`src/hdl/subclock_timer_pkg.sv`:
```
// constants, register layout and bus carrier types for the sub-clock interval timer
package subclock_timer_pkg;

   localparam int CNT_W        = 15;
   localparam int SEL_W        = 3;
   localparam int TAP_N        = 4;
   localparam int ADDR_W       = 4;
   localparam int DATA_W       = 32;
   localparam int IRQ_NUMBER   = 26;

   // byte addresses of the registers
   localparam logic [ADDR_W-1:0] CTRL_OFS   = 4'h0;
   localparam logic [ADDR_W-1:0] STATUS_OFS = 4'h4;
   localparam logic [ADDR_W-1:0] MASK_OFS   = 4'h8;

   // control register field positions
   localparam int WATCHDOG_CLOCK_SOURCE_SELECT_BIT  = 7;
   localparam int SCE_BIT   = 6;
   localparam int IE_BIT    = 5;
   localparam int FLAG_BIT  = 4;
   localparam int CLR_BIT   = 3;
   localparam int SEL_LSB   = 0;

   localparam logic [7:0] CTRL_RESET = 8'h80;
   localparam logic [SEL_W-1:0] SEL_ILLEGAL = 3'h7;

   // status / mask layout
   localparam int EV_W        = 2;
   localparam int EV_OVF_BIT  = 0;
   localparam int EV_SCE_BIT  = 1;
   localparam logic [EV_W-1:0] MASK_RESET = 2'h0;

   // carry index: interval 2^n ends with the carry out of bit n-1
   localparam int SEL_CARRY_BASE = 8;
   localparam int STAB_CARRY     = 13;
   localparam int TAP_CARRY [TAP_N] = '{9, 12, 13, 14};

   typedef struct packed {
      logic              read;
      logic              write;
      logic [ADDR_W-1:0] address;
      logic [DATA_W-1:0] writedata;
      logic [3:0]        byteenable;
   } avl_req_t;

   typedef struct packed {
      logic              watchdog_clock_source_select;
      logic              stabilization_done;
      logic              ie;
      logic              flag;
      logic              clr;
      logic [SEL_W-1:0]  sel;
   } ctrl_t;

endpackage

```
`src/hdl/subclock_counter.sv`:
```
// 15-bit sub-clock up counter with synchronous clear and per-bit carry outputs
module subclock_counter
   import subclock_timer_pkg::*;
#(
   parameter int WIDTH = CNT_W
) (
   // clock and reset
   input  wire logic             mclk,
   input  wire logic             rst_n,
   // control
   input  wire logic             sclk_tick,
   input  wire logic             clear,
   // state
   output logic [WIDTH-1:0]      count,
   output logic [WIDTH-1:0]      carry
);

   logic [WIDTH-1:0] count_reg;

   // counts only on sub-clock cycles, independent of machine clock choice
   always_ff @(posedge mclk) begin
      if (!rst_n || clear) begin
         count_reg <= '0;
      end else if (sclk_tick) begin
         count_reg <= count_reg + {{(WIDTH-1){1'b0}}, 1'b1};
      end
   end

   // carry out of bit k: all bits up to k are ones as the count advances
   genvar k;
   generate
      for (k = 0; k < WIDTH; k++) begin : g_carry
         assign carry[k] = sclk_tick && !clear && (&count_reg[k:0]);
      end
   endgenerate

   assign count = count_reg;

endmodule

```
`src/hdl/subclock_interval_timer.sv`:
```
// sub-clock interval timer: counter, overflow flag, watchdog taps and register slave
// Summary of operation
// - Fifteen-bit up counter advances once per sub-clock cycle while the sub-clock runs.
// - The counter always counts sub-clock cycles, whatever machine clock is selected.
// - Select codes 0 to 6 give intervals 2^9 to 2^15; code 7 is illegal.
// - Overflow flag sets when the counter bit of the selected interval carries.
// - Interrupt request is raised while overflow flag and its enable are both one.
// - With the enable at zero ovf_irq_req is not raised; irq still rises from status and mask.
// - Writing zero clears the overflow flag; writing one leaves it unchanged.
// - Writing zero to the clear bit zeroes the counter; it always reads zero.
// - Stabilization-done reads zero during a fixed 2^14 cycle wait, then one.
// - Taps at 2^10, 2^13, 2^14, 2^15 feed watchdog; 2^14 times stabilization.
// - Watchdog source select: zero routes these taps, one routes timebase taps.
// - In sub-clock mode select must be zero; at one the watchdog clock stops.
// - The overflow request is delivered as interrupt request number 26.
// - Counter clears on power-on reset, stop mode entry and hardware standby entry.
// - Overflow flag clears automatically on stop mode or hardware standby entry.
module subclock_interval_timer
   import subclock_timer_pkg::*;
(
   // clock and reset
   input  wire logic                mclk,
   input  wire logic                rst_n,
   // avalon-mm slave
   input  wire avl_req_t            avl_req,
   output logic [DATA_W-1:0]        avl_readdata,
   output logic                     avl_waitrequest,
   // chip mode and sub-clock
   input  wire logic                sclk_tick,
   input  wire logic                stop_entry,
   input  wire logic                standby_entry,
   input  wire logic                subclock_mode,
   // watchdog clock supply
   input  wire logic [TAP_N-1:0]    timebase_taps,
   output logic [TAP_N-1:0]         wdt_tick,
   output logic                     stab_tick,
   // interrupts
   output logic                     ovf_irq_req,
   output logic                     irq
);

   logic [CNT_W-1:0] count;
   logic [CNT_W-1:0] carry;
   logic             cnt_clear;
   logic             wr_ctrl;
   logic             rd_status;
   logic             access;
   logic             ovf_event;
   logic             sce_event;
   logic             mode_entry;
   logic [7:0]       wbyte;

   logic             waitrequest_reg;
   logic [DATA_W-1:0] readdata_reg;
   ctrl_t            ctrl_reg;
   logic [EV_W-1:0]  status_reg;
   logic [EV_W-1:0]  status_next;
   logic [EV_W-1:0]  mask_reg;
   logic             irq_reg;
   logic             ovf_irq_reg;
   logic [TAP_N-1:0] wdt_tick_reg;
   logic             stab_tick_reg;
   logic [7:0]       ctrl_rd;

   // ---------------- bus slave ----------------
   // one wait cycle per access; the access completes at the edge where waitrequest is low
   assign access    = (avl_req.read || avl_req.write) && !waitrequest_reg;
   assign wbyte     = avl_req.writedata[7:0];
   assign wr_ctrl   = access && avl_req.write && avl_req.byteenable[0] && (avl_req.address == CTRL_OFS);
   assign rd_status = access && avl_req.read && (avl_req.address == STATUS_OFS);

   always_ff @(posedge mclk) begin
      if (!rst_n) begin
         waitrequest_reg <= 1'b1;
      end else begin
         waitrequest_reg <= !((avl_req.read || avl_req.write) && waitrequest_reg);
      end
   end

   // clear bit is write-only and reads back as zero
   always_comb begin
      ctrl_rd = ctrl_reg;
      ctrl_rd[CLR_BIT] = 1'b0;
   end

   always_ff @(posedge mclk) begin
      if (!rst_n) begin
         readdata_reg <= '0;
      end else if (avl_req.read && waitrequest_reg) begin
         unique case (avl_req.address)
            CTRL_OFS:   readdata_reg <= {24'h000000, ctrl_rd};
            STATUS_OFS: readdata_reg <= {30'h00000000, status_reg};
            MASK_OFS:   readdata_reg <= {30'h00000000, mask_reg};
            default:    readdata_reg <= '0;
         endcase
      end
   end

   // ---------------- counter ----------------
   assign mode_entry = stop_entry || standby_entry;
   assign cnt_clear  = mode_entry || (wr_ctrl && !wbyte[CLR_BIT]);

   subclock_counter #(
      .WIDTH     (CNT_W)
   ) u_counter (
      .mclk      (mclk),
      .rst_n     (rst_n),
      .sclk_tick (sclk_tick),
      .clear     (cnt_clear),
      .count     (count),
      .carry     (carry)
   );

   // selected interval carry; the illegal code never overflows
   assign ovf_event = (ctrl_reg.sel != SEL_ILLEGAL) &&
                      carry[SEL_CARRY_BASE + int'(ctrl_reg.sel)];
   assign sce_event = !ctrl_reg.stabilization_done && carry[STAB_CARRY] && !mode_entry;

   // ---------------- control register ----------------
   always_ff @(posedge mclk) begin
      if (!rst_n) begin
         ctrl_reg.watchdog_clock_source_select <= CTRL_RESET[WATCHDOG_CLOCK_SOURCE_SELECT_BIT];
         ctrl_reg.ie   <= CTRL_RESET[IE_BIT];
         ctrl_reg.sel  <= CTRL_RESET[SEL_LSB +: SEL_W];
         ctrl_reg.clr  <= 1'b0;
      end else if (wr_ctrl) begin
         ctrl_reg.watchdog_clock_source_select <= wbyte[WATCHDOG_CLOCK_SOURCE_SELECT_BIT];
         ctrl_reg.ie   <= wbyte[IE_BIT];
         ctrl_reg.sel  <= wbyte[SEL_LSB +: SEL_W];
         ctrl_reg.clr  <= 1'b0;
      end
   end

   // overflow flag: mode entry clears outright, a new overflow beats a software clear
   always_ff @(posedge mclk) begin
      if (!rst_n) begin
         ctrl_reg.flag <= CTRL_RESET[FLAG_BIT];
      end else if (mode_entry) begin
         ctrl_reg.flag <= 1'b0;
      end else if (ovf_event) begin
         ctrl_reg.flag <= 1'b1;
      end else if (wr_ctrl && !wbyte[FLAG_BIT]) begin
         ctrl_reg.flag <= 1'b0;
      end
   end

   // stabilization wait restarts with the counter on reset and mode entry
   always_ff @(posedge mclk) begin
      if (!rst_n) begin
         ctrl_reg.stabilization_done <= CTRL_RESET[SCE_BIT];
      end else if (mode_entry) begin
         ctrl_reg.stabilization_done <= 1'b0;
      end else if (sce_event) begin
         ctrl_reg.stabilization_done <= 1'b1;
      end
   end

   // ---------------- watchdog clock supply ----------------
   genvar t;
   generate
      for (t = 0; t < TAP_N; t++) begin : g_tap
         always_ff @(posedge mclk) begin
            if (!rst_n) begin
               wdt_tick_reg[t] <= 1'b0;
            end else if (ctrl_reg.watchdog_clock_source_select) begin
               wdt_tick_reg[t] <= timebase_taps[t] && !subclock_mode;
            end else begin
               wdt_tick_reg[t] <= carry[TAP_CARRY[t]];
            end
         end
      end
   endgenerate

   always_ff @(posedge mclk) begin
      if (!rst_n) begin
         stab_tick_reg <= 1'b0;
      end else begin
         stab_tick_reg <= carry[STAB_CARRY];
      end
   end

   // ---------------- interrupts ----------------
   always_comb begin
      status_next = status_reg;
      // a finishing read clears only what it reported, so an event caught at the load edge survives
      if (rd_status) begin
         status_next = status_reg & ~readdata_reg[EV_W-1:0];
      end
      if (ovf_event) begin
         status_next[EV_OVF_BIT] = 1'b1;
      end
      if (sce_event) begin
         status_next[EV_SCE_BIT] = 1'b1;
      end
   end

   always_ff @(posedge mclk) begin
      if (!rst_n) begin
         status_reg <= '0;
         irq_reg    <= 1'b0;
      end else begin
         status_reg <= status_next;
         irq_reg    <= |(status_next & mask_reg);
      end
   end

   always_ff @(posedge mclk) begin
      if (!rst_n) begin
         mask_reg <= MASK_RESET;
      end else if (access && avl_req.write && avl_req.byteenable[0] && (avl_req.address == MASK_OFS)) begin
         mask_reg <= wbyte[EV_W-1:0];
      end
   end

   // request line for interrupt number IRQ_NUMBER
   always_ff @(posedge mclk) begin
      if (!rst_n) begin
         ovf_irq_reg <= 1'b0;
      end else begin
         ovf_irq_reg <= ctrl_reg.flag && ctrl_reg.ie;
      end
   end

   assign avl_readdata    = readdata_reg;
   assign avl_waitrequest = waitrequest_reg;
   assign wdt_tick        = wdt_tick_reg;
   assign stab_tick       = stab_tick_reg;
   assign ovf_irq_req     = ovf_irq_reg;
   assign irq             = irq_reg;
endmodule

```
`config.mk`:
```
export PLATFORM = sky130hd
export DESIGN_NAME = subclock_interval_timer
export DESIGN_NICKNAME = d
export VERILOG_FILES = /design/src/hdl/subclock_timer_pkg.sv /design/src/hdl/subclock_counter.sv /design/src/hdl/subclock_interval_timer.sv
export SDC_FILE = /design/constraint.sdc
export NUM_CORES = 1
export LEC_CHECK = 0
export ABC_CLOCK_PERIOD_IN_PS = 1800
export CORE_UTILIZATION = 56
export CTS_CLUSTER_SIZE = 24
export DETAILED_ROUTE_END_ITERATION = 6
export DONT_BUFFER_PORTS = 1
export MAX_ROUTING_LAYER = met4
export PLACE_DENSITY = 0.83
export SYNTH_ARGS = -nofsm -noshare
export SYNTH_HDL_FRONTEND = slang
export SYNTH_SLANG_ARGS = --single-unit
```
`constraint.sdc`:
```
create_clock -name mclk -period 1.8 [get_ports mclk]
set_clock_uncertainty 0.05 [all_clocks]
set_input_delay 0 -clock mclk [delete_from_list [all_inputs] [get_ports mclk]]
set_output_delay 0 -clock mclk [all_outputs]
set_load 0.01 [all_outputs]
```
==> run summary <==
Status -> finished with violations
Failing checks -> hold timing, setup timing
Crit. Startpoint -> u_counter.count[1]
Routed Wire Length -> 4860 µm
Crit Reg-Reg Startpoint -> u_counter.count[1]
HP Start -> avl_req[37]
Internal power -> 0.00118 W
Post-synthesis sequential area ratio -> 40.4%
Dpl ws -> 0.0204 ns
Die W -> 62.2 µm
Final Critical Period -> 1.84 ns
GR Util All Layers -> 26.3%
Gate Count Post-Synth -> 229
Flip-flop count of the largest register after layout -> 15
Chip Height -> 62.2 µm
DRT met1 WL -> 2110 µm
WL met3 -> 261 µm
Final setup fails -> 1
First-pass iteration count of the detailed router -> 4
Post-synth EDFFs -> 0
Final weighted congestion of routability-driven global placement -> 0.886
Top layer in use -> met4
Reg2reg setup slack -> -0.04 ns
Worst slew margin -> 47.0%
Max cap viols -> 0
I/O Buffers -> 0
Final slew viol count -> 0
Largest cells by area after synthesis -> dfxtp_1 40%, buf_4 9.6%, nor2_1 3.9%
Post-route ant nets -> 0
RSZ-0062 raised after global routing -> yes
Largest net degree at the start of global routing -> 27
H-tree Lvls -> 2
TritonCTS Buffers -> 5
Type of the worst min-delay path -> input pin to flop
Die area -> 3870 µm²
Via count -> 1,769
Initial DRC Count -> 103
VDD IR max -> 410 µV
Share of cells above drive strength 1 -> 19.1%
Drt wl/cell -> 14.8 µm
Fmax -> 542 MHz
Initial Util -> 59.4%
Finished Layout Cells -> 328
Crit-path max FO -> 2
YS warnings -> 0
CP Launch Type -> flop
Core ar. -> 3420 µm²
Post-synth top area share -> 40.4%
Combinational share of power -> 10.0%
I/O Pins -> 92
Worst-Skew Late Latency -> 0.36 ns
Synthesized area -> 2030 µm²
Main synth FF type -> dfxtp_1
Sw power -> 0.000396 W
Total power -> 0.00157 W
Layout Nets -> 335
WHS Path Cells -> 3
Worst slew pin tran -> 0.793 ns
Post-DP HPWL -> 2690 µm
Post-placement cell count -> 286
TritonCTS clock tree -> built
Clock-pin slew of the registers on the worst-case setup and hold paths -> 0.12 ns
Leak -> 1.02 nW
Ant diodes -> 0
Dominant cell type by area after synthesis -> dfxtp_1
Total clock sinks -> 41
Pwr per Cell Area -> 612 nW/µm²
Number of synthesized register bits -> 41
Part of the cycle the worst path needs -> 102%
First-pass GRT wire length -> 7850 µm
R2r worst-path depth -> 6
Final TNS setup -> -0.0442 ns
Post-route DRC -> 0
# rows -> 21
Area Overhead vs Synth -> 26.8%
Metal2 WL -> 2380 µm
Reg2reg end -> irq
Remaining global-route overflow -> 0
Ys async rst share -> 0%
CP endpoint kind -> flop
Final Hold Fails -> 1
Sequential share of power -> 58.4%
Clock share of power -> 31.6%
Worst Hold Endpoint -> avl_readdata[1]
Hold Slack -> -0.0791 ns
Sw Ratio -> 25.2%
Clk root buf -> clkbuf_4
Worst Setup Path Type -> flop to flop
Synth cell count leaders -> 41 x dfxtp_1, 26 x buf_4, 21 x nor2_1, 20 x nand2_1, 10 x a21boi_0
Top-count cell post-synth -> dfxtp_1
Initial antenna violation count -> 0
Syn_area_per_cell -> 8.86 µm²
Filler Cells Inserted -> 218
Vias per cell -> 5.39
WP data required -> 2.04 ns
Final setup margin -> -0.0442 ns
CTS Buffer Depth -> 2
Worst Path Arrival -> 2.09 ns
Count of cell types in the netlist -> 38
Vias in the first global route -> 1,713
[worst max-delay path, stage by stage, from the launching register on]
cell     delay (ns)
dfxtp_2        0.37
ha_4           0.15
nand2_4        0.04
or4b_4         0.54
o41ai_4        0.40
a21oi_1        0.12
o21ai_1        0.11
[through the flow]
step                      instance area, µm²  utilization (%)
after global placement                  2090             61.3
after CTS                               2480             72.5
after detailed placement                2090             61.3
final                                   2570             75.3
after floorplan                         2120                -
after global routing                    2570             75.3
[routing by layer]
layer  vias up  GRT usage (%)
met5         -              -
met4         0           13.4
met3        15           6.07
met2        78           42.9
met1       824           30.4
li1        852              -
[how the worst max path moves through the flow]
stage / to / slack, ns / cells past startpoint
after floorplan: mask_reg[0] / 0.01 / 4
after global placement: irq / 0.02 / 6
after detailed placement: irq / 0.02 / 6
after CTS: irq / 0.002 / 6
after global routing: irq / -0.12 / 6
final: irq / -0.04 / 6
[layout make-up]
| cell class | count | area, µm² | area share, % |
|---|---|---|---|
| clock buffer | 6 | 51.3 | 1.99 |
| clock inverter | 2 | 13.8 | 0.535 |
| inverter | 4 | 15.0 | 0.584 |
| multi-input combinational | 177 | 1130 | 44.1 |
| sequential | 41 | 832 | 32.3 |
| tap | 46 | 57.6 | 2.24 |
| timing repair buffer | 52 | 468 | 18.2 |
[power by group through the flow]
stage | Combinational, W | Sequential [W] | Clock (W)
global placement | 0.0000823 | 0.000940 | 0
CTS | 0.000147 | 0.000920 | 0.000503
global route | 0.000170 | 0.000921 | 0.000550
detailed placement | 0.0000835 | 0.000940 | 0
floorplan | 0.000117 | 0.000941 | 0
finish | 0.000157 | 0.000920 | 0.000497
[logic make-up after synthesis]
logic type	synth area share [%]
simple gates	22.8
mux	3.45
compound gates	15.7
flops	40.4
buf+inv	11.5
other cells	0.185
xor+xnor	4.75
fa+ha+maj	1.23
[cells in the final DEF, fill, tap and decap left out, types with 2 or more instances in the layout]
cell type | netlist | final
dfxtp_1 | 41 | 32
dlygate4sd3_1 | 0 | 29
conb_1 | 1 | 25
buf_4 | 26 | 22
nor2_1 | 21 | 21
nand2_1 | 20 | 18
a21boi_0 | 10 | 10
nand3_1 | 9 | 9
dfxtp_2 | 0 | 9
o21ai_0 | 9 | 8
nor2b_1 | 8 | 8
mux2i_1 | 7 | 7
a21oi_1 | 8 | 6
xor2_1 | 6 | 6
nand4_1 | 5 | 5
xnor2_1 | 5 | 5
clkbuf_4 | 0 | 5
inv_1 | 4 | 4
or3_1 | 4 | 4
nand3b_1 | 4 | 4
and3_1 | 4 | 4
o31ai_1 | 5 | 4
and2_1 | 4 | 4
nor3_1 | 5 | 3
nand2b_1 | 2 | 2
a21oi_2 | 0 | 2
a32oi_1 | 2 | 2
[repair_timing]
action / 4_1_cts / 5_1_grt
hold endpoints to repair: 39 / 2
setup endpoints to repair: 2 / 11
setup buffers: 0 / 4
pin swaps: 0 / 8
gates resized for setup: 2 / 23
hold buffers: 30 / 1
Note: power is estimated with default switching activity, not from simulation.
